<file path="config.mk">
export PLATFORM = sky130hd
export DESIGN_NAME = eic_ctrl
export DESIGN_NICKNAME = d
export VERILOG_FILES = /design/src/rtl/eic_pkg.sv /design/src/rtl/eic_ctrl.sv /design/src/rtl/eic_cursor.sv /design/src/rtl/eic_elapsed.sv
export SDC_FILE = /design/constraint.sdc
export NUM_CORES = 2
export LEC_CHECK = 0
export ABC_CLOCK_PERIOD_IN_PS = 3800
export CORE_ASPECT_RATIO = 0.8
export CORE_MARGIN = 2
export CORE_UTILIZATION = 55
export CTS_CLUSTER_DIAMETER = 60
export DETAILED_ROUTE_END_ITERATION = 10
export DONT_BUFFER_PORTS = 1
export GPL_TIMING_DRIVEN = 0
export PLACE_DENSITY = 0.74
export SYNTH_ARGS = -nofsm -noshare
export SYNTH_HDL_FRONTEND = slang
export SYNTH_SLANG_ARGS = --single-unit
</file>
<file path="constraint.sdc">
create_clock -name i_mclk -period 3.8 [get_ports i_mclk]
set_clock_uncertainty 0.15 [all_clocks]
set_input_delay 0.76 -clock i_mclk [delete_from_list [all_inputs] [get_ports i_mclk]]
set_output_delay 0.76 -clock i_mclk [all_outputs]
set_load 0.005 [all_outputs]
</file>
<file path="src/rtl/eic_pkg.sv">
// Shared types and constants of the energy integration controller
package eic_pkg;

  // ----------------------------------------------------------------
  // Clock and timing
  // ----------------------------------------------------------------
  localparam int CLK_PERIOD_NS = 25;
  localparam int SEC_NS        = 32'h3B9A_CA00;  // One second in ns
  localparam int SEC_CYCLES    = SEC_NS / CLK_PERIOD_NS;

  // ----------------------------------------------------------------
  // Limits and widths
  // ----------------------------------------------------------------
  localparam int          ACC_W     = 48;
  localparam int          NUM_SUMS  = 4;
  localparam logic [47:0] ACC_LIMIT = 48'h0000_E8D4_A510;  // Ceiling in raw sum units
  localparam logic [9:0]  HOURS_MAX = 10'h3E7;
  localparam logic [5:0]  MINS_MAX  = 6'h3B;
  localparam logic [5:0]  SECS_MAX  = 6'h3B;
  localparam logic [1:0]  RATE_FASTEST = 2'h0;              // 100 ms setting
  localparam logic [2:0]  CURSOR_LAST  = 3'h4;              // Five digits hhhmm
  localparam int          SUM_POS_E = 0;
  localparam int          SUM_NEG_E = 1;
  localparam int          SUM_POS_C = 2;
  localparam int          SUM_NEG_C = 3;

  // ----------------------------------------------------------------
  // Types
  // ----------------------------------------------------------------
  typedef enum logic [2:0] {
    EIC_MANUAL, EIC_STANDARD, EIC_CONT, EIC_RT_STD, EIC_RT_CONT
  } eic_mode_t;

  typedef enum logic [1:0] {EIC_RMS, EIC_MEAN, EIC_DC} eic_cmode_t;

  typedef struct packed {
    logic [9:0] hours;
    logic [5:0] mins;
    logic [5:0] secs;
  } eic_time_t;

  typedef struct packed {
    logic [9:0] hours;
    logic [5:0] mins;
  } eic_preset_t;

  typedef struct packed {
    logic               valid;
    logic signed [15:0] volt;
    logic signed [15:0] curr;
  } eic_sample_t;

  typedef struct packed {
    logic harm_busy;    // Start or stop refused during harmonic analysis
    logic rate_busy;    // Update rate change refused while running
    logic rate_fast;    // Start refused at fastest update rate
    logic zero_preset;  // Scheduled repeat start with zero preset
    logic sched_order;  // Stop time earlier than start time
  } eic_err_t;

endpackage

</file>
<file path="src/rtl/eic_ctrl.sv">
// Integration controller: modes, start/stop, polarity sums
`timescale 1ns/1ps
// How it works
// - Manual: start, stop at time/value ceiling
// - Manual stop freezes time and value
// - Standard: stop at preset or ceiling, hold
// - Continuous: clear and restart each preset
// - Continuous: value ceiling stops and holds
// - Scheduled standard: start/stop at calendar times
// - Scheduled standard: nonzero preset also stops
// - Scheduled repeat: restart each preset, stop scheduled
// - Refuse start/stop during harmonic analysis
// - Manual start from key or remote
// - Refuse rate change while running
// - Refuse start at fastest rate
// - Sum sample products, DC current samples
// - RMS/mean: sum per-update current
// - Separate positive and negative energy sums
// - Separate positive and negative DC charge
// - Digit cursor wraps both ways
// - Zero preset refuses scheduled repeat start
// - Preset clamped to hour/minute maximum
// - Stop earlier than start is refused
module eic_ctrl
  import eic_pkg::*;
#(
  parameter int SEC_CNT = SEC_CYCLES
) (
  input  wire logic        i_mclk,             // 40 MHz clock
  input  wire logic        i_rst_n,            // Async reset, active low
  input  wire logic        i_start_key,        // Start key pulse
  input  wire logic        i_start_cmd,        // Remote start pulse
  input  wire logic        i_stop_req,         // Stop key or remote stop pulse
  input  wire logic        i_reset_cmd,        // Integration reset pulse
  input  wire eic_mode_t   i_mode,             // Integration mode
  input  wire eic_preset_t i_preset,           // Timer preset
  input  wire logic [31:0] i_rtc_now,          // Calendar time, seconds
  input  wire logic [31:0] i_sched_start,      // Scheduled start
  input  wire logic [31:0] i_sched_stop,       // Scheduled stop
  input  wire logic        i_harm_active,      // Harmonic analysis running
  input  wire logic [1:0]  i_rate_sel,         // Update rate setting
  input  wire logic        i_rate_change_req,  // Rate change attempt pulse
  input  wire eic_sample_t i_sample,           // Instantaneous sample
  input  wire eic_cmode_t  i_cmode,            // Current measurement mode
  input  wire logic        i_update_valid,     // Update cycle strobe
  input  wire logic [15:0] i_curr_meas,        // Current per update cycle
  input  wire logic        i_cur_left,         // Cursor left key
  input  wire logic        i_cur_right,        // Cursor right key
  output logic             o_running,          // Accumulating
  output logic             o_holding,          // Holding results
  output logic             o_armed,            // Waiting for scheduled start
  output logic             o_rate_locked,      // Rate changes refused
  output eic_time_t        o_elapsed,          // Elapsed time
  output eic_preset_t      o_preset,           // Preset in force
  output logic [47:0]      o_pos_energy_total, // Both positive energy
  output logic [47:0]      o_neg_energy_total, // Both negative energy
  output logic [47:0]      o_pos_charge_total, // Positive charge
  output logic [47:0]      o_neg_charge_total, // Negative charge
  output eic_err_t         o_err,              // Error pulses
  output logic [2:0]       o_cursor            // Edit cursor digit
);

  // ----------------------------------------------------------------
  // State
  // ----------------------------------------------------------------
  typedef enum logic [1:0] {ST_IDLE, ST_ARMED, ST_RUN, ST_HOLD} eic_state_t;

  eic_state_t  st_q;
  eic_state_t  st_d;
  eic_preset_t preset_q;
  eic_preset_t preset_d;
  eic_err_t    err_q;
  eic_err_t    err_d;
  logic [ACC_W-1:0] acc_q   [NUM_SUMS];
  logic [ACC_W-1:0] add_val [NUM_SUMS];
  logic             add_en  [NUM_SUMS];
  eic_time_t   elapsed;
  logic        run_q;
  logic        hold_q;
  logic        armed_q;

  // ----------------------------------------------------------------
  // Preset clamp
  // ----------------------------------------------------------------
  assign preset_d.hours = (i_preset.hours > HOURS_MAX) ? HOURS_MAX : i_preset.hours;
  assign preset_d.mins  = (i_preset.mins > MINS_MAX) ? MINS_MAX : i_preset.mins;

  // ----------------------------------------------------------------
  // Decode
  // ----------------------------------------------------------------
  wire is_manual  = (i_mode == EIC_MANUAL);
  wire is_rt      = (i_mode == EIC_RT_STD) || (i_mode == EIC_RT_CONT);
  wire is_repeat  = (i_mode == EIC_CONT) || (i_mode == EIC_RT_CONT);
  wire preset_nz  = (preset_q.hours != 10'h000) || (preset_q.mins != 6'h00);
  wire start_any  = i_start_key || (i_start_cmd && is_manual);
  wire can_start  = (st_q == ST_IDLE) || (st_q == ST_HOLD);
  wire e_harm     = i_harm_active && ((start_any && can_start) ||
                    (i_stop_req && (st_q == ST_RUN || st_q == ST_ARMED)));
  wire e_fast     = start_any && can_start && (i_rate_sel == RATE_FASTEST);
  wire e_zero     = start_any && can_start && (i_mode == EIC_RT_CONT) && !preset_nz;
  wire e_order    = start_any && can_start && is_rt && (i_sched_stop < i_sched_start);
  wire start_ok   = start_any && can_start && !i_harm_active && !e_fast && !e_zero && !e_order;
  wire stop_ok    = i_stop_req && !i_harm_active;

  wire ovf        = (acc_q[SUM_POS_E] >= ACC_LIMIT) || (acc_q[SUM_NEG_E] >= ACC_LIMIT) ||
                    (acc_q[SUM_POS_C] >= ACC_LIMIT) || (acc_q[SUM_NEG_C] >= ACC_LIMIT);
  wire time_max   = (elapsed.hours == HOURS_MAX) && (elapsed.mins == MINS_MAX);
  wire preset_hit = preset_nz && (elapsed.hours == preset_q.hours) &&
                    (elapsed.mins == preset_q.mins) && (elapsed.secs == 6'h00);
  wire sched_on   = (i_rtc_now >= i_sched_start);
  wire sched_end  = is_rt && (i_rtc_now >= i_sched_stop);
  // Repeat modes restart at the preset; standard modes stop there, manual ignores it
  wire stop_hit   = ovf || time_max || sched_end || (preset_hit && !is_repeat && !is_manual);
  wire running    = (st_q == ST_RUN);
  wire restart    = running && !stop_hit && !stop_ok && is_repeat && preset_hit;
  wire clear_all  = i_reset_cmd || restart;
  wire accum_on   = running && !stop_hit && !ovf;

  // ----------------------------------------------------------------
  // Next state
  // ----------------------------------------------------------------
  always_comb begin
    st_d = st_q;
    case (st_q)
      ST_IDLE, ST_HOLD: begin
        if (start_ok) begin
          st_d = is_rt ? ST_ARMED : ST_RUN;
        end
      end
      ST_ARMED: begin
        if (stop_ok) begin
          st_d = ST_IDLE;
        end else if (sched_on) begin
          st_d = ST_RUN;
        end
      end
      ST_RUN: begin
        if (stop_ok || stop_hit) begin
          st_d = ST_HOLD;
        end
      end
      default: begin
        st_d = ST_IDLE;
      end
    endcase
    if (i_reset_cmd) begin
      st_d = ST_IDLE;
    end
  end

  assign err_d.harm_busy   = e_harm;
  assign err_d.rate_busy   = i_rate_change_req && running;
  assign err_d.rate_fast   = e_fast && !i_harm_active;
  assign err_d.zero_preset = e_zero && !i_harm_active;
  assign err_d.sched_order = e_order && !i_harm_active;

  // Status flags taken from the next state so every output leaves a flop
  wire run_d   = (st_d == ST_RUN);
  wire hold_d  = (st_d == ST_HOLD);
  wire armed_d = (st_d == ST_ARMED);

  // ----------------------------------------------------------------
  // Sum inputs
  // ----------------------------------------------------------------
  wire signed [31:0] prod    = i_sample.volt * i_sample.curr;
  wire               v_pos   = !i_sample.volt[15] && (i_sample.volt != 16'h0000);
  wire               c_pos   = !i_sample.curr[15] && (i_sample.curr != 16'h0000);
  wire               v_neg   = i_sample.volt[15];
  wire               c_neg   = i_sample.curr[15];
  wire signed [16:0] c_wide  = {i_sample.curr[15], i_sample.curr};
  wire        [16:0] c_mag   = c_neg ? 17'(-c_wide) : 17'(c_wide);
  wire               dc_mode = (i_cmode == EIC_DC);
  wire               smp     = accum_on && i_sample.valid;

  assign add_val[SUM_POS_E] = ACC_W'(unsigned'(prod));
  assign add_val[SUM_NEG_E] = ACC_W'(unsigned'(prod));
  assign add_val[SUM_POS_C] = dc_mode ? ACC_W'(c_mag) : ACC_W'(i_curr_meas);
  assign add_val[SUM_NEG_C] = ACC_W'(c_mag);
  assign add_en[SUM_POS_E]  = smp && v_pos && c_pos;
  assign add_en[SUM_NEG_E]  = smp && v_neg && c_neg;
  assign add_en[SUM_POS_C]  = dc_mode ? (smp && c_pos) : (accum_on && i_update_valid);
  assign add_en[SUM_NEG_C]  = dc_mode && smp && c_neg;

  // ----------------------------------------------------------------
  // Accumulators
  // ----------------------------------------------------------------
  genvar gi;
  generate
    for (gi = 0; gi < NUM_SUMS; gi++) begin : g_sum
      always_ff @(posedge i_mclk or negedge i_rst_n) begin
        if (!i_rst_n) begin
          acc_q[gi] <= '0;
        end else if (clear_all) begin
          acc_q[gi] <= '0;
        end else if (add_en[gi]) begin
          acc_q[gi] <= acc_q[gi] + add_val[gi];
        end
      end
    end
  endgenerate

  // ----------------------------------------------------------------
  // Control registers
  // ----------------------------------------------------------------
  always_ff @(posedge i_mclk or negedge i_rst_n) begin
    if (!i_rst_n) begin
      st_q     <= ST_IDLE;
      preset_q <= '0;
      err_q    <= '0;
      run_q    <= 1'b0;
      hold_q   <= 1'b0;
      armed_q  <= 1'b0;
    end else begin
      st_q     <= st_d;
      preset_q <= preset_d;
      err_q    <= err_d;
      run_q    <= run_d;
      hold_q   <= hold_d;
      armed_q  <= armed_d;
    end
  end

  // ----------------------------------------------------------------
  // Sub-blocks
  // ----------------------------------------------------------------
  eic_elapsed #(
    .SEC_CNT (SEC_CNT)
  ) u_elapsed (
    .i_mclk  (i_mclk),
    .i_rst_n (i_rst_n),
    .i_run   (accum_on),
    .i_clear (clear_all),
    .o_time  (elapsed)
  );

  eic_cursor u_cursor (
    .i_mclk  (i_mclk),
    .i_rst_n (i_rst_n),
    .i_left  (i_cur_left),
    .i_right (i_cur_right),
    .o_pos   (o_cursor)
  );

  assign o_running          = run_q;
  assign o_holding          = hold_q;
  assign o_armed            = armed_q;
  assign o_rate_locked      = run_q;
  assign o_elapsed          = elapsed;
  assign o_preset           = preset_q;
  assign o_pos_energy_total = acc_q[SUM_POS_E];
  assign o_neg_energy_total = acc_q[SUM_NEG_E];
  assign o_pos_charge_total = acc_q[SUM_POS_C];
  assign o_neg_charge_total = acc_q[SUM_NEG_C];
  assign o_err              = err_q;
endmodule

</file>
<file path="src/rtl/eic_cursor.sv">
// Digit cursor for editing time, date and timer values
`timescale 1ns/1ps
module eic_cursor
  import eic_pkg::*;
(
  input  wire logic       i_mclk,   // Clock
  input  wire logic       i_rst_n,  // Async reset, active low
  input  wire logic       i_left,   // Move cursor left
  input  wire logic       i_right,  // Move cursor right
  output logic [2:0]      o_pos     // Cursor digit, 0 is leftmost
);

  logic [2:0] pos_d;
  logic [2:0] pos_q;

  // Both keys together leave the cursor where it is
  assign pos_d = (i_left && !i_right) ? ((pos_q == 3'h0) ? CURSOR_LAST : pos_q - 3'h1) :
                 (i_right && !i_left) ? ((pos_q == CURSOR_LAST) ? 3'h0 : pos_q + 3'h1) :
                 pos_q;

  always_ff @(posedge i_mclk or negedge i_rst_n) begin
    if (!i_rst_n) begin
      pos_q <= 3'h0;
    end else begin
      pos_q <= pos_d;
    end
  end

  assign o_pos = pos_q;

endmodule

</file>
<file path="src/rtl/eic_elapsed.sv">
// Elapsed integration time counter, hours minutes seconds
`timescale 1ns/1ps
module eic_elapsed
  import eic_pkg::*;
#(
  parameter int SEC_CNT = SEC_CYCLES
) (
  input  wire logic i_mclk,   // Clock
  input  wire logic i_rst_n,  // Async reset, active low
  input  wire logic i_run,    // Count while high
  input  wire logic i_clear,  // Zero the count, wins over run
  output eic_time_t o_time    // Elapsed time
);

  logic [31:0] pre_q;
  logic [31:0] pre_d;
  eic_time_t   t_q;
  eic_time_t   t_d;
  logic        tick;
  logic        sec_wrap;
  logic        min_wrap;

  assign tick     = i_run && (pre_q == 32'(SEC_CNT - 1));
  assign sec_wrap = (t_q.secs == SECS_MAX);
  assign min_wrap = sec_wrap && (t_q.mins == MINS_MAX);
  assign pre_d    = (i_clear || !i_run || tick) ? 32'h0000_0000 : pre_q + 32'h0000_0001;

  // Frozen unless running; the controller stops before hours pass the ceiling
  assign t_d.secs  = i_clear ? 6'h00 : !tick ? t_q.secs : sec_wrap ? 6'h00 : t_q.secs + 6'h01;
  assign t_d.mins  = i_clear ? 6'h00 : !(tick && sec_wrap) ? t_q.mins :
                     min_wrap ? 6'h00 : t_q.mins + 6'h01;
  assign t_d.hours = i_clear ? 10'h000 : (tick && min_wrap) ? t_q.hours + 10'h001 : t_q.hours;

  always_ff @(posedge i_mclk or negedge i_rst_n) begin
    if (!i_rst_n) begin
      pre_q <= 32'h0000_0000;
      t_q   <= '0;
    end else begin
      pre_q <= pre_d;
      t_q   <= t_d;
    end
  end

  assign o_time = t_q;

endmodule

</file>
==> impl_metrics.csv <==
group,metric,value,unit
outcome,outcome,"complete, but fails checks",
outcome,violations,"negative hold slack, negative setup slack",
clock_tree,clk_latency,0.60,ns
critical_path,max_stage_delay,0.57,ns
timing,tns,-165.24,ns
layout,layout_commonest_cell,"inv_1",
routing,wirelength,93650,um
layout,area_delta_synth_final,21.57,%
layout,multi_input_area,22740,um2
yosys,synth_fa_ha_area_frac,0.3058,
yosys,async_flop_share,1.000,
yosys,syn-cell-area,29190,um2
flow_run,maxCapViolCount,0,
clock_tree,clock_path_buffers,3,
yosys,synth_cells,3294,
clock_tree,clkSinkCount,275,
timing,final_hold_viol_count,275,
yosys,yosys_register_bits,275,
routing,remaining_drc_errors,0,
global_route,grt_pass1_wl,142800,um
timing,worst_pin_slew,1.154,ns
critical_path,crit_path_frequent_cell,"fa_1",
yosys,synthSimpleGateAreaFrac,0.1958,
floorplanning,initial_utilization,0.5565,
layout,nets,4199,
floorplanning,core_area,52460,um2
routing,vias,25160,
clock_tree,cts.clk_slew.worst_paths,0.07,ns
global_route,track_usage,0.3340,
timing,holdWs,-0.2292,ns
worst_hold_path,hp-class,"in2async",
yosys,syn_avg_cell_area,8.862,um2
yosys,synth-main-ff-cell,"dfrtp_1",
global_route,grt_pass1_vias,25102,
yosys,ys_types,79,
clock_tree,tritoncts,"built",
yosys,ys_seq_area_frac,0.2357,
layout,mostFrequentLayoutCells,"inv_1, nand2_1, dfrtp_1",
routing,vias_per_cell,6.013,
floorplanning,io_pins,421,
critical_path,crit_fanout,8,
yosys,synth_compound_area_frac,0.1176,
placement,dp_hpwl,72600,um
critical_path,crit_required,4.11,ns
timing,fin_crit,7.710,ns
routing,antenna_left,0,
floorplanning,die_area,54950,um2
critical_path,cp-end-kind,"flop",
yosys,synth_top_family_by_area,"adder cells",
placement,place_congestion,0.9863,
timing,rsz0062_at_grt,"yes",
placement,io_buffers,0,
critical_path,cp.arrival,8.02,ns
routing,post_drt_wl_per_cell,22.38,um
yosys,synthMuxAreaShare,0.01517,
yosys,synth_edf_count,0,
global_route,grt_max_degree,276,
timing,fmax,129.7,MHz
timing,maxSlewHeadroom,0.2304,
clock_tree,htree_levels,1,
layout,seqCellArea,6889,um2
routing,drt_iter0_drc,2189,
critical_path,cp-start-kind,"primary input",
critical_path,path_class,"in2reg",
floorplanning,die_width,261.6,um
timing,post-route-period-util,2.029,
clock_tree,cts_inserted_buffers,30,
timing,slew_viol_final,0,
floorplanning,die_h,210.1,um
clock_tree,root_buffer,"clkbuf_16",
yosys,yosysWarnings,0,
layout,fillerInstances,4033,
timing,setup_violations,93,
floorplanning,num_rows,75,
global_route,grt_remaining_overflow,0,
routing,first_pass_iters,8,
critical_path,cp_slowest_cell,"fa_2",
yosys,synthXorXnorAreaFrac,0.05910,
layout,drive_gt1_frac,0.1951,
timing,post-route-worst-setup-slack,-3.910,ns
global_route,grt_antenna_before_repair,2,
-- stage by stage --
| stage | util | worst slack (ns) | cells | area [um2] |
|---|---|---|---|---|
| floorplan | - | -3.851 | 3295 | 30350 |
| global placement | 0.5951 | -4.796 | 3988 | 31210 |
| detailed placement | 0.5951 | -4.916 | 3988 | 31210 |
| CTS | 0.6586 | -3.836 | 4142 | 34550 |
| global route | 0.6766 | -4.103 | 4184 | 35490 |
| finish | 0.6766 | -3.910 | 4184 | 35490 |
-- layer usage --
layer | vias up | GRT usage | routed length [um]
met3 | 193 | 0.1000 | 9465
li1 | 11282 | - | -
met4 | 0 | 0.07876 | 2801
met5 | - | 0 | 0
met2 | 1106 | 0.5356 | 43630
met1 | 12579 | 0.4451 | 37750
-- cell usage after synthesis, types with 72 or more instances --
| cell | number | area [um2] |
|---|---|---|
| dfrtp_1 | 275 | 6882 |
| clkbuf_1 | 87 | 326.6 |
| ha_1 | 288 | 3603 |
| nand2_1 | 298 | 1119 |
| xor2_1 | 72 | 630.6 |
| xnor2_1 | 125 | 1095 |
| a21oi_1 | 149 | 745.7 |
| nor2_1 | 263 | 987.2 |
| inv_1 | 437 | 1640 |
| fa_1 | 266 | 5325 |
| and2_1 | 195 | 1220 |
| o21ai_0 | 104 | 520.5 |
-- worst max-delay path, delay by kind of cell --
kind                     cells  cell delay (ns)
adder cells (fa/ha/maj)      8             3.50
AO/OA/AOI/OAI                7             1.21
XOR/XNOR                     2             0.44
buffers and inverters        8             0.79
multiplexers                 1             0.16
AND/OR/NAND/NOR              9             1.11
-- kinds of logic (layout without fill, tap and decap cells) --
kind of cell	after synthesis	after routing
buf+inv	546	741
xor+xnor	197	197
fa+ha+maj	554	554
mux	44	44
compound gates	541	541
simple gates	1136	1136
flops	275	275
other cells	1	3
-- registers in the layout, indices dropped and copies added, names as in the netlist, 2 cells and up --
signal	cells
o_neg_energy_total	48
o_preset	16
o_pos_charge_total	48
u_elapsed.o_time	22
st_q	2
u_elapsed.pre_q	32
o_neg_charge_total	48
o_err	5
u_cursor.o_pos	3
o_pos_energy_total	48
-- worst paths after layout --
kind                                                  from                                 end  slack, ns  depth (start not counted)
max in group asynchronous                          i_rst_n  o_neg_energy_total[28]$_DFFE_PN0P_       2.78                          0
max                                            i_sample[5]  o_pos_energy_total[28]$_DFFE_PN0P_      -3.91                         35
min reg2reg                   u_elapsed.pre_q[0]$_DFF_PN0_        u_elapsed.pre_q[0]$_DFF_PN0_       0.38                          1
min in group i_mclk                          i_rate_sel[0]                  o_err[2]$_DFF_PN0_       0.09                          1
min                                                i_rst_n   o_pos_energy_total[6]$_DFFE_PN0P_      -0.23                          0
max reg2reg                u_elapsed.o_time[6]$_DFFE_PN0P_  o_neg_energy_total[12]$_DFFE_PN0P_      -0.24                         14
-- area by class of cell --
| class | count | share of cell area |
|---|---|---|
| antenna | 1 | 0.00007051 |
| multi-input combinational | 2474 | 0.6406 |
| tap | 693 | 0.02443 |
| clock inverter | 16 | 0.008990 |
| buffer | 108 | 0.02683 |
| timing repair buffer | 139 | 0.03395 |
| inverter | 438 | 0.04678 |
| clock buffer | 40 | 0.02418 |
| sequential | 275 | 0.1941 |
-- repair_timing --
action                     4_1_cts  5_1_grt
pin swaps                      168      119
cloned                           2        2
buffers inserted                97       42
gates resized for setup        288      164
setup endpoints to repair      246      241
hold endpoints to repair       275      275
Power is left out: the tool's default activity adds up to more than one toggle a clock period on the data nets, which glitch-free logic cannot reach.
